===== src/host_port_defs.svh =====
// Constants of the acquisition host bus port
// Function
// - Bus width pin high uses low eight data lines; low uses all sixteen.
// - Data drivers enabled and read data shown only while read and select low.
// - Write data accepted only while write strobe and chip select are low.
// - Chip select low halts internal clocking; conversion resumes when it returns high.
// - Address latch strobe high passes address; its falling edge captures address and select.
// - While address latch strobe is low, address and select changes are ignored.
// - Five address lines decode every register, the FIFO and instruction memory.
// - Sync direction low makes sync an input; its rising edge triggers sample-and-hold.
// - Conversion or comparison starts on the clock edge after a sync rising edge.
// - Sync direction high drives sync high at start, low at completion.
// - Reset configures the sync pin as an input.
// - Interrupt output goes low whenever an unmasked interrupt condition of eight occurs.
// - Reading the interrupt status register clears pending interrupts and the output.
// - DMA request rises when FIFO result count equals the programmed count.
// - DMA request falls once the conversion FIFO has been emptied.
// - Sixteen-bit bus selects words by upper four lines; eight-bit adds byte select.
`ifndef HOST_PORT_DEFS_SVH
`define HOST_PORT_DEFS_SVH

// ==========================================
// Address map
`define ADDR_W            5
`define WORD_ADDR_W       4
`define IRQ_STATUS_WORD   4'h9

// ==========================================
// Widths and reset values
`define DATA_W            16
`define BYTE_W            8
`define IRQ_COUNT         8
`define FIFO_COUNT_W      6
`define IRQ_STATUS_RESET  8'h00
`define DATA_RESET        16'h0000
`define ADDR_RESET        5'h00

`endif


===== src/host_port_pkg.sv =====
// Types of the acquisition host bus port
package host_port_pkg;

	// ==========================================
	// Host access phases
	typedef enum logic [1:0] {
		access_idle,
		access_read,
		access_write
	} access_state_e;

endpackage : host_port_pkg


===== src/irq_dma_if.sv =====
// Carrier between the port and its event flag logic
`timescale 1ns/1ns
`include "host_port_defs.svh"

interface irq_dma_if;
	logic [`IRQ_COUNT-1:0]    events;
	logic [`IRQ_COUNT-1:0]    enable;
	logic                     status_clear;
	logic [`FIFO_COUNT_W-1:0] fifo_count;
	logic [`FIFO_COUNT_W-1:0] dma_threshold;
	logic [`IRQ_COUNT-1:0]    status;
	logic                     int_req;
	logic                     dma_req;

	modport port (
		output events, enable, status_clear, fifo_count, dma_threshold,
		input  status, int_req, dma_req
	);
	modport flags (
		input  events, enable, status_clear, fifo_count, dma_threshold,
		output status, int_req, dma_req
	);
endinterface : irq_dma_if


===== src/acquisition_host_bus_port.sv =====
// Host-facing parallel bus port of the acquisition system
`timescale 1ns/1ns
`include "host_port_defs.svh"

module acquisition_host_bus_port (
	// Clock and reset
	input  wire logic                     ref_clk,
	input  wire logic                     rst,
	// Host bus control pins
	input  wire logic                     cs_n,
	input  wire logic                     rd_n,
	input  wire logic                     wr_n,
	input  wire logic                     ale,
	input  wire logic [`ADDR_W-1:0]       host_address_lines,
	input  wire logic                     bus_width_select,
	// Host data pins, oe bit 0 for low byte, bit 1 for high byte
	input  wire logic [`DATA_W-1:0]       host_data_lines_in,
	output logic      [`DATA_W-1:0]       host_data_lines_out,
	output logic      [1:0]               host_data_lines_oe,
	// Sync pin
	input  wire logic                     sync_in,
	output logic                          sync_out,
	output logic                          sync_oe,
	// Host signalling outputs
	output logic                          int_n,
	output logic                          fifo_dma_request,
	// Core configuration and sequencing
	input  wire logic                     sync_dir,
	input  wire logic                     conv_begin,
	input  wire logic                     conv_done,
	output logic                          sample_hold,
	output logic                          conv_start,
	output logic                          core_clock_run,
	// Core register access
	output logic      [`WORD_ADDR_W-1:0]  reg_word_addr,
	output logic                          reg_byte_sel,
	output logic                          reg_byte_mode,
	output logic                          reg_rd,
	output logic                          reg_wr,
	output logic      [`DATA_W-1:0]       reg_wdata,
	output logic      [1:0]               reg_byte_en,
	input  wire logic [`DATA_W-1:0]       reg_rdata,
	// Interrupt and FIFO status
	input  wire logic [`IRQ_COUNT-1:0]    irq_events,
	input  wire logic [`IRQ_COUNT-1:0]    irq_enable,
	output logic      [`IRQ_COUNT-1:0]    irq_status,
	input  wire logic [`FIFO_COUNT_W-1:0] fifo_count,
	input  wire logic [`FIFO_COUNT_W-1:0] dma_threshold
);
	// ==========================================
	// Pin synchronisers
	logic                 cs_n_s;
	logic                 rd_n_s;
	logic                 wr_n_s;
	logic                 ale_s;
	logic                 bw_s;
	logic                 sync_s;
	logic [`ADDR_W-1:0]   addr_s;
	logic [`DATA_W-1:0]   data_s;

	pin_sync #(.WIDTH(4), .RESET_VALUE(4'hF)) ctrl_sync (
		.ref_clk (ref_clk),
		.rst     (rst),
		.d       ({cs_n, rd_n, wr_n, ale}),
		.q       ({cs_n_s, rd_n_s, wr_n_s, ale_s})
	);

	pin_sync #(.WIDTH(2), .RESET_VALUE(2'h2)) mode_sync (
		.ref_clk (ref_clk),
		.rst     (rst),
		.d       ({bus_width_select, sync_in}),
		.q       ({bw_s, sync_s})
	);

	pin_sync #(.WIDTH(`ADDR_W), .RESET_VALUE(`ADDR_RESET)) addr_sync (
		.ref_clk (ref_clk),
		.rst     (rst),
		.d       (host_address_lines),
		.q       (addr_s)
	);

	pin_sync #(.WIDTH(`DATA_W), .RESET_VALUE(`DATA_RESET)) data_sync (
		.ref_clk (ref_clk),
		.rst     (rst),
		.d       (host_data_lines_in),
		.q       (data_s)
	);

	// ==========================================
	// Address and chip select latch
	logic [`ADDR_W-1:0] lat_addr;
	logic               lat_cs_n;

	// Transparent while strobe high, frozen from its fall onward
	always_ff @(posedge ref_clk or posedge rst) begin
		if (rst) begin
			lat_addr <= `ADDR_RESET;
			lat_cs_n <= 1'b1;
		end else if (ale_s) begin
			lat_addr <= addr_s;
			lat_cs_n <= cs_n_s;
		end
	end  // Strobe low holds both values

	// ==========================================
	// Access qualification
	logic rd_qual;
	logic wr_qual;
	logic byte_mode;

	assign byte_mode = bw_s;
	assign rd_qual   = !lat_cs_n && !rd_n_s;
	assign wr_qual   = !lat_cs_n && !wr_n_s;

	host_port_pkg::access_state_e state;
	host_port_pkg::access_state_e next_state;

	always_comb begin
		next_state = state;
		case (state)
			host_port_pkg::access_idle: begin
				if (rd_qual) begin
					next_state = host_port_pkg::access_read;
				end else if (wr_qual) begin
					next_state = host_port_pkg::access_write;
				end
			end
			host_port_pkg::access_read: begin
				if (!rd_qual) begin
					next_state = host_port_pkg::access_idle;
				end
			end
			host_port_pkg::access_write: begin
				if (!wr_qual) begin
					next_state = host_port_pkg::access_idle;
				end
			end
			default: begin
				next_state = host_port_pkg::access_idle;
			end
		endcase
	end

	always_ff @(posedge ref_clk or posedge rst) begin
		if (rst) begin
			state <= host_port_pkg::access_idle;
		end else begin
			state <= next_state;
		end
	end

	// ==========================================
	// Address decode toward the core
	always_ff @(posedge ref_clk or posedge rst) begin
		if (rst) begin
			reg_word_addr <= '0;
			reg_byte_sel  <= 1'b0;
			reg_byte_mode <= 1'b0;
		end else begin
			reg_word_addr <= lat_addr[`ADDR_W-1:1];
			reg_byte_sel  <= byte_mode && lat_addr[0];
			reg_byte_mode <= byte_mode;
		end
	end

	// ==========================================
	// Read path
	logic               isr_hit;
	logic [`DATA_W-1:0] word_rd;
	logic [`DATA_W-1:0] lane_rd;

	irq_dma_if fl_bus ();

	assign isr_hit = lat_addr[`ADDR_W-1:1] == `IRQ_STATUS_WORD;
	assign word_rd = isr_hit ? {{(`DATA_W-`IRQ_COUNT){1'b0}}, fl_bus.status} : reg_rdata;
	// Narrow bus returns the addressed byte on the low lines
	assign lane_rd = (byte_mode && lat_addr[0]) ? {`BYTE_W'h00, word_rd[`DATA_W-1:`BYTE_W]}
	                                            : word_rd;

	always_ff @(posedge ref_clk or posedge rst) begin
		if (rst) begin
			reg_rd <= 1'b0;
		end else begin
			reg_rd <= state == host_port_pkg::access_idle && next_state == host_port_pkg::access_read;
		end
	end

	always_ff @(posedge ref_clk or posedge rst) begin
		if (rst) begin
			host_data_lines_out <= `DATA_RESET;
		end else if (rd_qual) begin
			host_data_lines_out <= byte_mode ? {`BYTE_W'h00, lane_rd[`BYTE_W-1:0]} : lane_rd;
		end
	end

	// Drivers only during a qualified read; high byte only on the wide bus
	always_ff @(posedge ref_clk or posedge rst) begin
		if (rst) begin
			host_data_lines_oe <= 2'h0;
		end else begin
			host_data_lines_oe[0] <= rd_qual;
			host_data_lines_oe[1] <= rd_qual && !byte_mode;
		end
	end

	// ==========================================
	// Write path
	always_ff @(posedge ref_clk or posedge rst) begin
		if (rst) begin
			reg_wdata   <= `DATA_RESET;
			reg_byte_en <= 2'h0;
		end else if (wr_qual) begin
			reg_wdata   <= byte_mode ? {data_s[`BYTE_W-1:0], data_s[`BYTE_W-1:0]} : data_s;
			reg_byte_en <= byte_mode ? (lat_addr[0] ? 2'h2 : 2'h1) : 2'h3;
		end
	end

	// Commit once the write strobe ends, after data has settled
	always_ff @(posedge ref_clk or posedge rst) begin
		if (rst) begin
			reg_wr <= 1'b0;
		end else begin
			reg_wr <= state == host_port_pkg::access_write && !wr_qual;
		end
	end

	// ==========================================
	// Conversion halt while selected
	always_ff @(posedge ref_clk or posedge rst) begin
		if (rst) begin
			core_clock_run <= 1'b1;
		end else begin
			core_clock_run <= lat_cs_n;
		end
	end

	// ==========================================
	// Sync pin
	logic sync_prev;

	always_ff @(posedge ref_clk or posedge rst) begin
		if (rst) begin
			sync_prev <= 1'b0;
		end else begin
			sync_prev <= sync_s;
		end
	end

	always_ff @(posedge ref_clk or posedge rst) begin
		if (rst) begin
			sample_hold <= 1'b0;
		end else begin
			sample_hold <= !sync_dir && sync_s && !sync_prev;
		end
	end

	always_ff @(posedge ref_clk or posedge rst) begin
		if (rst) begin
			conv_start <= 1'b0;
		end else begin
			conv_start <= sample_hold;
		end
	end

	always_ff @(posedge ref_clk or posedge rst) begin
		if (rst) begin
			sync_oe <= 1'b0;
		end else begin
			sync_oe <= sync_dir;
		end
	end

	always_ff @(posedge ref_clk or posedge rst) begin
		if (rst) begin
			sync_out <= 1'b0;
		end else if (!sync_dir) begin
			sync_out <= 1'b0;
		end else if (conv_begin) begin
			sync_out <= 1'b1;
		end else if (conv_done) begin
			sync_out <= 1'b0;
		end
	end

	// ==========================================
	// Interrupt and DMA request
	assign fl_bus.events        = irq_events;
	assign fl_bus.enable        = irq_enable;
	assign fl_bus.fifo_count    = fifo_count;
	assign fl_bus.dma_threshold = dma_threshold;
	// Clear after the host has sampled the status
	assign fl_bus.status_clear  = state == host_port_pkg::access_read && !rd_qual && isr_hit;

	event_flags flags_unit (
		.ref_clk (ref_clk),
		.rst     (rst),
		.fl      (fl_bus.flags)
	);

	always_ff @(posedge ref_clk or posedge rst) begin
		if (rst) begin
			int_n            <= 1'b1;
			fifo_dma_request <= 1'b0;
			irq_status       <= `IRQ_STATUS_RESET;
		end else begin
			int_n            <= !fl_bus.int_req;
			fifo_dma_request <= fl_bus.dma_req;
			irq_status       <= fl_bus.status;
		end
	end
endmodule : acquisition_host_bus_port


===== src/event_flags.sv =====
// Sticky interrupt flags and FIFO DMA request
`timescale 1ns/1ns
`include "host_port_defs.svh"

module event_flags (
	// Clock and reset
	input  wire logic ref_clk,
	input  wire logic rst,
	// Flag carrier
	irq_dma_if.flags  fl
);
	logic [`IRQ_COUNT-1:0] next_status;

	// Set wins over a clear in the same cycle
	always_comb begin
		next_status = fl.status;
		if (fl.status_clear) begin
			next_status = '0;
		end
		next_status = next_status | fl.events;
	end

	always_ff @(posedge ref_clk or posedge rst) begin
		if (rst) begin
			fl.status <= `IRQ_STATUS_RESET;
		end else begin
			fl.status <= next_status;
		end
	end

	always_ff @(posedge ref_clk or posedge rst) begin
		if (rst) begin
			fl.int_req <= 1'b0;
		end else begin
			fl.int_req <= |(next_status & fl.enable);
		end
	end

	always_ff @(posedge ref_clk or posedge rst) begin
		if (rst) begin
			fl.dma_req <= 1'b0;
		end else if (fl.fifo_count == fl.dma_threshold && fl.fifo_count != '0) begin
			fl.dma_req <= 1'b1;
		end else if (fl.fifo_count == '0) begin
			fl.dma_req <= 1'b0;
		end
	end
endmodule : event_flags


===== src/pin_sync.sv =====
// Two-stage synchroniser for pin inputs
`timescale 1ns/1ns

module pin_sync #(
	parameter int WIDTH = 1,
	parameter logic [WIDTH-1:0] RESET_VALUE = '0
) (
	// Clock and reset
	input  wire logic             ref_clk,
	input  wire logic             rst,
	// Data
	input  wire logic [WIDTH-1:0] d,
	output logic      [WIDTH-1:0] q
);
	logic [WIDTH-1:0] stage1;

	always_ff @(posedge ref_clk or posedge rst) begin
		if (rst) begin
			stage1 <= RESET_VALUE;
			q      <= RESET_VALUE;
		end else begin
			stage1 <= d;
			q      <= stage1;
		end
	end
endmodule : pin_sync

===== config.mk =====
export PLATFORM = sky130hd
export DESIGN_NAME = acquisition_host_bus_port
export DESIGN_NICKNAME = d
export VERILOG_FILES = /design/src/host_port_pkg.sv /design/src/irq_dma_if.sv /design/src/acquisition_host_bus_port.sv /design/src/event_flags.sv /design/src/pin_sync.sv
export VERILOG_INCLUDE_DIRS = /design/src
export SDC_FILE = /design/constraint.sdc
export NUM_CORES = 1
export LEC_CHECK = 0
export ABC_AREA = 1
export ABC_CLOCK_PERIOD_IN_PS = 4400
export BUFFER_PORTS_ARGS = -buffer_cell sky130_fd_sc_hd__buf_2
export CAP_MARGIN = 20
export CORE_MARGIN = 2
export CORE_UTILIZATION = 45
export CTS_CLUSTER_SIZE = 25
export DETAILED_ROUTE_END_ITERATION = 7
export PLACE_DENSITY = 0.74
export REMOVE_ABC_BUFFERS = 1
export SYNTH_ARGS = -nofsm -noshare
export SYNTH_HDL_FRONTEND = slang
export SYNTH_SLANG_ARGS = --single-unit

===== constraint.sdc =====
create_clock -name ref_clk -period 4.4 [get_ports ref_clk]
set_input_delay 1.1 -clock ref_clk [delete_from_list [all_inputs] [get_ports ref_clk]]
set_output_delay 1.1 -clock ref_clk [all_outputs]
set_load 0.05 [all_outputs]

==> run metrics <==
total negative slack=0 ns; largest net degree at the start of global routing=91; Synth Area per Inst=13.12 µm²; Req. time, crit path=3.30 ns; Die H=roughly 100 µm; Tightest Pin Transition=between 0.7 and 0.8 ns; total congestion overflow=0; Cell Pwr Density=573.3 mW/mm²; CP top delay family=flip-flops; startpoint types=flop; register bit total from synthesis=approximately 130; dpl hpwl=slightly below 6 mm; Worst Path Buf+Inv=1; Hold Path Class=flop to flop; io pins=135; GRT Overall Usage=17.04%; Root Buffer=clkbuf_8; DR WL/cell=around 13 µm; Clock Path Buffers=2; clock tree from TritonCTS=built; Placed Cells=598; die area=approximately 0.011 mm²; Switching Share=27.62%; Logic pwr share=15.5%; crit path max fanout=1; Largest stage delay, worst path=around 0.52 ns; CP cell instances=buf_2; Post-Route WL=8.349 mm; CTS clock-pin slew for the worst setup and hold paths=0.06 ns; Final nets=560; Core ar.=0.009639 mm²; hold_buf cts=0; CP Capture Type=primary output; vias per cell=around 4.6; Peak VDD IR=267.5 µV; Worst EP arrival=between 1 and 1.5 ns; worst-skew pair later-pin latency=around 0.5 ns; CTS H-tree lvls=4; Antenna diodes=0; met3 wire length=542 µm; Starting Density=45.86%; slew margin rel.=between 40% and 50%; Static Leak=2.926 nW; Highest Signal Layer=met4; count of final hold-check violations=0; Max Cap Viol=0; routed wl met2=4.286 mm; DR vias=2924; period utilisation layout=between 50% and 60%; RSZ-0062 raised after global routing=no; Post-CTS Resized=0; Synth Cell Area=0.004420 mm²; DRC=0; Synth cell types=27; total setup buffers inserted after CTS=0; first-pass GRT wire length=13.32 mm; Met1 Wirelength=between 3 and 4 mm; Max Fclk=0.4205 GHz; share of layout cells above drive strength 1=41.25%; Clk pwr share=43.5%; global placement routability congestion=0.8463; status=finished, final reports clean; clk sinks=roughly 130; DRT iter0 DRCs=61; initial antenna violation count=0; cell count after synthesis=337; Pint=around 2.4 mW; cts bufs inserted=17; Seq/Total Area, Yosys=~75%; Setup violations, final=0; Psw=around 0.93 mW; synth-to-layout area growth=32.75%; part of the power in registers=41.0%; ANT nets after route=0; Slew Limit Fails=0; post-layout min period=2.378 ns; non-filler cells, final=630; Die W=between 100 and 150 µm; DRT Pass-1 Iters=4; port bufs=134; vias in the first global route=2891; Rows=36; Critical Setup Path Class=flop to primary output; skew final=0.007455 ns; CP max-delay cell=dfstp_2; Yosys warnings=0
power by group through the flow:
stage	clock network, mW	registers (mW)	logic [mW]
after detailed placement	0	1.40	0.527
after global placement	0	1.39	0.518
final	1.46	1.38	0.522
after CTS	1.49	1.38	0.528
after global routing	1.56	1.39	0.557
after floorplan	0	1.64	0.126
flip-flops by register name, indices dropped and copies added (netlist names), 4 cells and up:
name                  count
addr_sync.stage1          5
ctrl_sync.stage1          4
ctrl_sync.q               4
reg_wdata                16
lat_addr                  5
reg_word_addr             4
flags_unit.fl.status      8
addr_sync.q               5
data_sync.stage1         16
host_data_lines_out      16
irq_status                8
data_sync.q              16
routing by layer:
layer,global-route usage [%],vias up
met3,6.102,15
met4,9.008,0
met5,0,-
met2,27.17,105
li1,-,1397
met1,20.37,1407
area by class of cell:
cell class / count / area [µm²]
fill: 800 / 3771
sequential: 132 / 3319
multi-input combinational: 164 / 934.6
timing repair buffer: 137 / 693.2
clock buffer: 19 / 421.7
clock inverter: 13 / 207.7
tap: 133 / 166.4
inverter: 32 / 125.1
final timing paths:
kind | from | to | slack, ns | cells after the start
setup / recovery | core_clock_run$_DFF_PP1_ | core_clock_run | 2.02 | 1
hold / removal | data_sync.stage1[14]$_DFF_PP0_ | data_sync.q[14]$_DFF_PP0_ | 0.34 | 0
setup reg to reg | lat_cs_n$_DFFE_PP1P_ | host_data_lines_out[8]$_DFFE_PP0P_ | 2.62 | 4
hold reg to reg | data_sync.stage1[14]$_DFF_PP0_ | data_sync.q[14]$_DFF_PP0_ | 0.34 | 0
max in group asynchronous | rst | ctrl_sync.q[3]$_DFF_PP1_ | 2.82 | 3
min in group asynchronous | rst | addr_sync.stage1[0]$_DFF_PP0_ | 0.74 | 2
kinds of logic (layout without fill, tap and decap cells):
logic type                Yosys count  in the layout  synth area share (%)
and+or+nand+nor                   108            108                 10.93
buffers and inverters              41            201                 3.821
DFF                               132            132                 75.09
xor gates and xnor gates            5              5                0.9908
muxes                              11             11                 2.802
AOI/OAI and AO/OA                  40             40                 6.369
layout by cell type (no fill, tap or decap), drive strengths merged, types with 3 or more instances in the layout:
| cell | n |
|---|---|
| clkinv | 4 |
| dfstp | 13 |
| a32o | 8 |
| a21oi | 4 |
| bufinv | 5 |
| o211ai | 8 |
| o21ai | 3 |
| clkinvlp | 4 |
| clkbuf | 19 |
| nor2 | 30 |
| xor2 | 3 |
| mux2 | 11 |
| dfrtp | 119 |
| inv | 32 |
| buf | 137 |
| a31oi | 17 |
| nand3 | 9 |
| nand2 | 63 |
cell usage after synthesis:
cell	number	area (µm²)
xor2_1	3	26.28
dfrtp_1	119	2978
nand3b_1	1	7.510
inv_2	3	11.26
nor4_1	1	6.260
or2_2	1	6.260
a31oi_1	17	106.4
nor2_2	2	12.51
nand2_4	1	11.26
nand2_2	3	18.77
nor2_1	26	97.59
buf_6	1	11.26
nand3_1	9	45.04
xnor2_1	2	17.52
inv_1	29	108.9
o21ai_0	3	15.01
mux2_2	11	123.9
clkbuf_1	2	7.510
nand2_1	59	221.5
nor3_1	2	10.01
buf_2	6	30.03
a21oi_1	4	20.02
nand4_1	1	6.260
a32o_1	8	80.08
dfstp_2	13	341.6
nor2_8	2	40.04
o211ai_1	8	60.06
through the flow:
stage / utilization (%) / worst slack, ns / power (mW) / cell area (µm²) / hold WS, ns
5_1_grt: 60.88 / 1.985 / 3.509 / 5868 / 0.3512
2_1_floorplan: - / -0.2045 / 1.770 / 4372 / 0.3312
6_report: 60.88 / 2.022 / 3.364 / 5868 / 0.3447
3_3_place_gp: 54.35 / 2.265 / 1.913 / 5239 / 0.3328
4_1_cts: 60.88 / 1.998 / 3.403 / 5868 / 0.3463
3_5_place_dp: 54.35 / 2.229 / 1.928 / 5239 / 0.3347
Note: power is estimated with default switching activity, not from simulation.
